$ cat src/ive_pkg.sv
// package for the interrupt vector and enable block: map, offsets, fields, types
package ive_pkg;

    // ------------------------------------------------------------------
    // register bus
    // ------------------------------------------------------------------
    localparam int ADDR_W = 4;
    localparam logic [3:0] OFF_ENABLE = 4'h0;
    localparam logic [3:0] OFF_STATUS = 4'h1;
    localparam logic [3:0] OFF_MASK = 4'h2;
    localparam logic [3:0] OFF_PENDING = 4'h3;
    localparam logic [3:0] OFF_FLAGS = 4'h4;
    localparam logic [3:0] OFF_VECTOR = 4'h5;
    localparam logic [3:0] OFF_CONFIG = 4'h6;

    // ------------------------------------------------------------------
    // enable register layout
    // ------------------------------------------------------------------
    localparam int EN_W = 16;
    localparam logic [15:0] EN_IMPL_MASK = 16'h00F7;
    localparam logic [15:0] EN_RESET = 16'h0000;
    localparam int BIT_FAULT_B = 0;
    localparam int BIT_UART1_ERR = 1;
    localparam int BIT_UART2_ERR = 2;
    localparam int BIT_DMA6 = 4;
    localparam int BIT_DMA7 = 5;
    localparam int BIT_CAN1_TX = 6;
    localparam int BIT_CAN2_TX = 7;

    // ------------------------------------------------------------------
    // vector map
    // ------------------------------------------------------------------
    localparam int NSRC = 27;
    localparam logic [7:0] IRQ_OFFSET = 8'h08;
    localparam logic [23:0] PRIMARY_BASE = 24'h000004;
    localparam logic [23:0] ALT_DELTA = 24'h000100;
    localparam logic [6:0] FIRST_VEC = 7'h36;
    localparam logic [6:0] LAST_VEC = 7'h7D;
    localparam logic [6:0] NO_VEC = 7'h00;

    // source index -> vector number (index 0..26, traps 1..5 at the top)
    localparam logic [6:0] SRC_VEC [NSRC] = '{
        7'h36, 7'h37, 7'h38, 7'h39, 7'h3A, 7'h3B, 7'h3C, 7'h3D, 7'h3E, 7'h3F,
        7'h40, 7'h41, 7'h42, 7'h45, 7'h47, 7'h48, 7'h49, 7'h4A, 7'h4C, 7'h4D,
        7'h4E, 7'h4F, 7'h01, 7'h02, 7'h03, 7'h04, 7'h05
    };
    // source index of dma4, fault a, the sources gated by the enable register and the first trap
    localparam int SRC_DMA4 = 0;
    localparam int SRC_FAULT_A = 14;
    localparam int SRC_FAULT_B = 15;
    localparam int SRC_UART1_ERR = 16;
    localparam int SRC_UART2_ERR = 17;
    localparam int SRC_DMA6 = 18;
    localparam int SRC_DMA7 = 19;
    localparam int SRC_CAN1_TX = 20;
    localparam int SRC_CAN2_TX = 21;
    localparam int SRC_TRAP_FIRST = 22;

    // ------------------------------------------------------------------
    // carrier types
    // ------------------------------------------------------------------
    typedef struct packed {
        logic [ADDR_W-1:0] addr;
        logic [15:0] wdata;
        logic wr;
        logic rd;
    } ive_bus_req_t;

    typedef struct packed {
        logic valid;
        logic [6:0] vector;
        logic [7:0] irq;
        logic [23:0] addr;
    } ive_vec_t;

    typedef enum logic [2:0] {
        ST_IDLE = 3'b001,
        ST_PRESENT = 3'b010,
        ST_ACK = 3'b100
    } ive_state_t;

endpackage

$ cat src/ive_core.sv
// interrupt vector selection and enable register block
`timescale 1ns/1ns
`default_nettype none
module ive_core
    import ive_pkg::*;
(
    // clock and reset
    input wire logic mclk,
    input wire logic rst_b,
    // register port
    input wire logic [ADDR_W-1:0] reg_addr,
    input wire logic [15:0] reg_wdata,
    input wire logic reg_wr,
    input wire logic reg_rd,
    output logic [15:0] reg_rdata,
    // peripheral flags in, index order as the source table
    input wire logic [NSRC-1:0] src_flag,
    // cpu side
    output logic cpu_req,
    output ive_vec_t cpu_vec,
    input wire logic cpu_ack,
    // block interrupt
    output logic irq_out
);

    // ------------------------------------------------------------------
    // decode helpers
    // ------------------------------------------------------------------
    function automatic logic hit(input logic [ADDR_W-1:0] a, input logic [3:0] off);
        hit = (a == off);
    endfunction

    function automatic logic [23:0] vec_addr(input logic [6:0] v, input logic alt);
        logic [23:0] base;
        base = PRIMARY_BASE + {16'h0000, v, 1'b0};
        vec_addr = alt ? base + ALT_DELTA : base;
    endfunction

    ive_bus_req_t bus;
    assign bus = '{addr: reg_addr, wdata: reg_wdata, wr: reg_wr, rd: reg_rd};

    // ------------------------------------------------------------------
    // registers
    // ------------------------------------------------------------------
    logic [15:0] enable_q;
    logic [1:0] status_q;
    logic [1:0] mask_q;
    logic alt_sel_q;
    logic [15:0] rdata_q;
    ive_state_t state_q;
    ive_vec_t vec_q;
    logic [4:0] sel_idx;
    logic sel_valid;

    wire wr_enable = bus.wr && hit(bus.addr, OFF_ENABLE);
    wire wr_status = bus.wr && hit(bus.addr, OFF_STATUS);
    wire wr_mask = bus.wr && hit(bus.addr, OFF_MASK);
    wire wr_config = bus.wr && hit(bus.addr, OFF_CONFIG);

    always_ff @(posedge mclk) begin
        if (!rst_b) begin
            enable_q <= EN_RESET;
        end else if (wr_enable) begin
            enable_q <= bus.wdata & EN_IMPL_MASK;
        end
    end

    always_ff @(posedge mclk) begin
        if (!rst_b) begin
            mask_q <= 2'h0;
            alt_sel_q <= 1'b0;
        end else begin
            if (wr_mask) mask_q <= bus.wdata[1:0];
            if (wr_config) alt_sel_q <= bus.wdata[0];
        end
    end

    // ------------------------------------------------------------------
    // per source enable: gated sources use enable bits, others always on
    // ------------------------------------------------------------------
    logic [NSRC-1:0] src_en;
    logic [NSRC-1:0] pending;
    always_comb begin
        src_en = {NSRC{1'b1}};
        src_en[SRC_FAULT_B] = enable_q[BIT_FAULT_B];
        src_en[SRC_UART1_ERR] = enable_q[BIT_UART1_ERR];
        src_en[SRC_UART2_ERR] = enable_q[BIT_UART2_ERR];
        src_en[SRC_DMA6] = enable_q[BIT_DMA6];
        src_en[SRC_DMA7] = enable_q[BIT_DMA7];
        src_en[SRC_CAN1_TX] = enable_q[BIT_CAN1_TX];
        src_en[SRC_CAN2_TX] = enable_q[BIT_CAN2_TX];
    end
    // flags pass untouched; only the request is masked
    assign pending = src_flag & src_en;

    // ------------------------------------------------------------------
    // selection: traps first, then lowest vector wins
    // ------------------------------------------------------------------
    always_comb begin
        sel_idx = 5'h00;
        sel_valid = 1'b0;
        for (int i = NSRC - 1; i >= 0; i--) begin
            if (pending[i] && i < SRC_TRAP_FIRST) begin
                sel_idx = 5'(i);
                sel_valid = 1'b1;
            end
        end
        for (int i = NSRC - 1; i >= SRC_TRAP_FIRST; i--) begin
            if (pending[i]) begin
                sel_idx = 5'(i);
                sel_valid = 1'b1;
            end
        end
    end

    wire [6:0] sel_vec = SRC_VEC[sel_idx];
    wire sel_is_trap = sel_idx >= 5'(SRC_TRAP_FIRST);
    // traps carry no request number
    wire [7:0] sel_irq = sel_is_trap ? 8'h00 : {1'b0, sel_vec} - IRQ_OFFSET;

    // ------------------------------------------------------------------
    // cpu presentation: hold the vector until the cpu takes it
    // ------------------------------------------------------------------
    always_ff @(posedge mclk) begin
        if (!rst_b) begin
            state_q <= ST_IDLE;
            vec_q <= '0;
        end else begin
            case (state_q)
                ST_IDLE: begin
                    if (sel_valid) begin
                        state_q <= ST_PRESENT;
                        vec_q <= '{valid: 1'b1, vector: sel_vec, irq: sel_irq,
                                   addr: vec_addr(sel_vec, alt_sel_q)};
                    end
                end
                ST_PRESENT: begin
                    if (cpu_ack) begin
                        state_q <= ST_ACK;
                        vec_q <= '0;
                    end
                end
                // one idle cycle lets the source drop its flag
                ST_ACK: state_q <= ST_IDLE;
                default: begin
                    state_q <= ST_IDLE;
                    vec_q <= '0;
                end
            endcase
        end
    end

    assign cpu_req = (state_q == ST_PRESENT);
    assign cpu_vec = vec_q;

    // ------------------------------------------------------------------
    // block status: bit0 a request was blocked, bit1 a trap was seen
    // ------------------------------------------------------------------
    wire ev_blocked = |(src_flag & ~src_en);
    wire ev_trap = |src_flag[NSRC-1:SRC_TRAP_FIRST];
    wire [1:0] ev = {ev_trap, ev_blocked};
    always_ff @(posedge mclk) begin
        if (!rst_b) begin
            status_q <= 2'h0;
        end else begin
            // set beats clear in the same cycle
            status_q <= (status_q & ~(wr_status ? bus.wdata[1:0] : 2'h0)) | ev;
        end
    end
    assign irq_out = |(status_q & mask_q);

    // ------------------------------------------------------------------
    // read path
    // ------------------------------------------------------------------
    logic [15:0] rd_mux;
    always_comb begin
        case (bus.addr)
            OFF_ENABLE: rd_mux = enable_q & EN_IMPL_MASK;
            OFF_STATUS: rd_mux = {14'h0000, status_q};
            OFF_MASK: rd_mux = {14'h0000, mask_q};
            OFF_PENDING: rd_mux = pending[15:0];
            OFF_FLAGS: rd_mux = {5'h00, src_flag[NSRC-1:16]};
            OFF_VECTOR: rd_mux = {cpu_req, vec_q.vector, vec_q.irq};
            OFF_CONFIG: rd_mux = {15'h0000, alt_sel_q};
            default: rd_mux = 16'h0000;
        endcase
    end
    always_ff @(posedge mclk) begin
        if (!rst_b) rdata_q <= 16'h0000;
        else if (bus.rd) rdata_q <= rd_mux;
        else rdata_q <= 16'h0000;
    end
    assign reg_rdata = rdata_q;

    // guards the implemented-bit mask against a bad edit of the layout
    for (genvar b = 8; b < EN_W; b++) begin : g_rsvd_bit

    end
endmodule
`default_nettype wire

$ cat config.mk
export PLATFORM = sky130hd
export DESIGN_NAME = ive_core
export DESIGN_NICKNAME = d
export VERILOG_FILES = /design/src/ive_pkg.sv /design/src/ive_core.sv
export SDC_FILE = /design/constraint.sdc
export NUM_CORES = 1
export LEC_CHECK = 0
export BUFFER_PORTS_ARGS = -buffer_cell sky130_fd_sc_hd__buf_2
export CORE_MARGIN = 2
export CORE_UTILIZATION = 45
export DETAILED_ROUTE_END_ITERATION = 12
export PLACE_DENSITY = 0.75
export SETUP_SLACK_MARGIN = 0.15
export SYNTH_ARGS = -nofsm -noshare
export SYNTH_HDL_FRONTEND = slang
export SYNTH_SLANG_ARGS = --single-unit
$ cat constraint.sdc
create_clock -name mclk -period 2.6 [get_ports mclk]
set_input_delay 0.13 -clock mclk [delete_from_list [all_inputs] [get_ports mclk]]
set_output_delay 0.13 -clock mclk [all_outputs]
set_load 0.005 [all_outputs]
==> key figures <==
Outcome
  • Outcome: finished, violations left
  • Failing checks: setup timing

Detailed routing
  • Vias/cell: 5.593
  • Drc violations: 0
  • Routed Antenna Nets: 0
  • Number of DRC markers in iteration 0: 237
  • Pre-antenna DRT Iters: 5
  • Routed Wire Length: 10.13 mm
  • WL/cell: 16.05 um
  • Vias post-DR: 3529

Yosys
  • Synthesized cell area: 0.003214 sq mm
  • Area leader, netlist: dfxtp_1
  • FFs w/ async S/R, synth: 0%
  • Syn_area_per_cell: 8.200 sq um
  • Synth cell types: 64
  • Post-synth EDFFs: 0
  • Yosys warnings: 0
  • Largest cells by area after synthesis: dfxtp_1 34%, nor2_1 6.7%, a22oi_1 6.5%
  • Flops & latches, synth: 54
  • Synth top area share: 33.63%
  • Post-Synthesis Cells: 392
  • Sequential cell area fraction in the yosys report: 33.63%
  • Top cells by count, synth: 57 x nor2_1, 54 x dfxtp_1, 37 x nand2_1, 28 x a22oi_1, 22 x a21oi_1
  • Top FF cell, synth: dfxtp_1
  • Top-count cell post-synth: nor2_1

STA
  • Pins Over Slew Limit: 0
  • Fin crit period: 2719 ps
  • RSZ-0062 raised after global routing: yes
  • Worst Tran Pin Value: 731.9 ps
  • Setup violators final: 9
  • Final hold violations: 0
  • Worst slew margin: 50.95%
  • Final period utilization: 104.6%
  • Worst setup margin: -119.1 ps
  • Setup_tns: -538.7 ps
  • F_max: 367.8 MHz
  • Worst Clk Skew: 11.49 ps

Critical path
  • Crit Path Class: reg -> reg
  • Crit path cell chain: a22o_1, a31oi_2, o221ai_2, o211a_1, nor2_4, ha_4, a32oi_2, nand3_2, buf_4, a21oi_4, a21oi_1, a311o_1
  • Worst R2R Path Depth: 12
  • Worst Path Required: 2810 ps
  • CP startpoint kind: flop
  • R2R Path Start: enable_q[2]
  • R2R Setup Slk: -120 ps
  • Critical path fanouts, max: 6
  • CP max stage delay: 370 ps
  • Slowest cell on the critical path: dfxtp_4
  • Critical Path End Type: flop
  • CP arrival: 2930 ps
  • Reg-to-Reg End: cpu_vec[5]

Global routing
  • Largest net degree at the start of global routing: 24
  • Number of global-route vias before repair: 3117
  • GR met3 Demand/Resource: 3.638%
  • First-pass GRT wire length: 15.16 mm
  • GR peak layer: met2
  • GR Overflow Total: 0
  • Tot GR Track Use: 25.03%
  • Grt met2 use: 41.70%
  • Initial antenna violation count: 0
  • Grt met1 use: 33.45%

Placement
  • Worst slack, placed: -159.0 ps
  • DPL Wire Length: 7.610 mm
  • I/O Buffers: 85
  • Placed Cells: 614
  • RD Place Congestion: 0.9186

Floorplanning
  • Site row count: 30
  • Die span in y: 88.52 um
  • Die width: 88.52 um
  • Starting Density: 46.79%
  • Die area: 0.007835 sq mm
  • CORE AREA: 0.006869 sq mm
  • Boundary Pins: 110

Final layout
  • Util after Layout: 65.08%
  • Area grow syn2layout: 39.08%
  • Nets: 599
  • Post-route insts no fill: 631
  • ANT cells: 0
  • # fillers: 594
  • Proportion of layout cells with a drive suffix above 1: 40.75%

Clock tree
  • Clk_lat worst skew: 320 ps
  • Cts bufs inserted: 5
  • Clk sinks: 54
  • Root Buffer: clkbuf_8
  • Clock Path Buffers: 2
  • Clock transition at path regs: 100 ps
  • TritonCTS clock tree: done
  • H-tree levels: 2

Flow run
  • Max-cap violations: 0

Power
  • P_leak: 2.012 nW
  • VDD IR max: 0.0004537 V
  • P per Cell Area: 439.5 mW/mm^2

Hold path
  • HP Start: cpu_ack
  • HP Class: in -> reg
  • Endpoint, Worst Hold: state_q[2]
  • Hold depth: 3
metrics by stage:
step / instance area, sq um / hold slack, ps / power, mW
floorplan: 3334 / 243.8 / 1.149
global placement: 4140 / 360.0 / 1.338
finish: 4471 / 40.15 / 1.965
global route: 4471 / 42.27 / 2.058
detailed placement: 4140 / 371.8 / 1.350
CTS: 4334 / 37.72 / 1.928
layer usage:
layer	wire length (um)	up-vias	share of wire, %
li1	-	1670	-
met5	0	-	0
met4	200	0	2.0
met2	4917	185	49
met1	4237	1653	42
met3	774	21	7.6
final cells by class:
cell class / count / area (sq um) / share of cell area, %
repair buffers: 150 / 929.6 / 20.79
flip-flops and latches: 54 / 1090 / 24.38
multi-input cells: 303 / 2141 / 47.89
inverters: 20 / 77.57 / 1.735
clock buffers: 5 / 68.82 / 1.539
well taps: 96 / 120.1 / 2.687
clock inverters: 3 / 43.79 / 0.9796
sequential cells by signal, summed over array words and instances (netlist names):
signal / cells
mask_q: 2
reg_rdata: 16
enable_q: 7
cpu_vec: 23
alt_sel_q: 1
status_q: 2
state_q: 3
worst max-delay path: cells and delay by family (launching register included):
| kind | cells | cell delay (ps) |
|---|---|---|
| flip-flops | 1 | 370 |
| AO/OA/AOI/OAI | 8 | 1510 |
| buffers and inverters | 1 | 160 |
| AND/OR/NAND/NOR | 2 | 320 |
| adder cells (fa/ha/maj) | 1 | 240 |
cells by family after synthesis:
logic type,after synthesis,synth area share (%)
flip-flops,54,33.63
XOR/XNOR,4,1.090
buffers and inverters,50,7.941
AND/OR/NAND/NOR,144,21.02
AO/OA/AOI/OAI,107,24.87
other,1,0.1167
adder cells (fa/ha/maj),13,5.060
multiplexers,19,6.267
placed cells by master, fill, tap and decap left out, types with 5 or more instances in the layout:
cell       n
buf_2     85
buf_4     63
nor2_1    56
dfxtp_1   49
nand2_1   35
a22oi_1   23
a21oi_1   21
inv_1     17
conb_1    16
mux2i_1   10
o21ai_0    9
mux2_2     9
nor3_1     8
nand2b_1   6
nand3_1    6
ha_1       6
o211ai_1   5
a22oi_2    5
clkbuf_8   5
report_power, final:
group / internal, mW / switching [mW] / total, mW
clock network: 0.289 / 0.280 / 0.569
registers: 0.860 / 0.0310 / 0.891
logic: 0.231 / 0.274 / 0.504
how the worst max path moves through the flow:
stage                        to          from  cells past startpoint  slack [ps]
floorplan            cpu_vec[6]   src_flag[4]                     12          60
global placement     cpu_vec[6]  src_flag[11]                     15         -80
CTS                  cpu_vec[5]   enable_q[2]                     12         -50
finish               cpu_vec[5]   enable_q[2]                     12        -120
detailed placement   cpu_vec[5]  src_flag[11]                     13        -160
global route        cpu_vec[30]   enable_q[2]                     16        -240
repair_timing:
action / in CTS / in global routing
hold buffers: 0 / 0
resized for setup: 11 / 24
pin swaps: 11 / 15
buffers inserted: 5 / 4
endpoints found under the setup margin: 13 / 17
endpoints found under the hold margin: 0 / 0
Note: power is estimated with default switching activity, not from simulation.
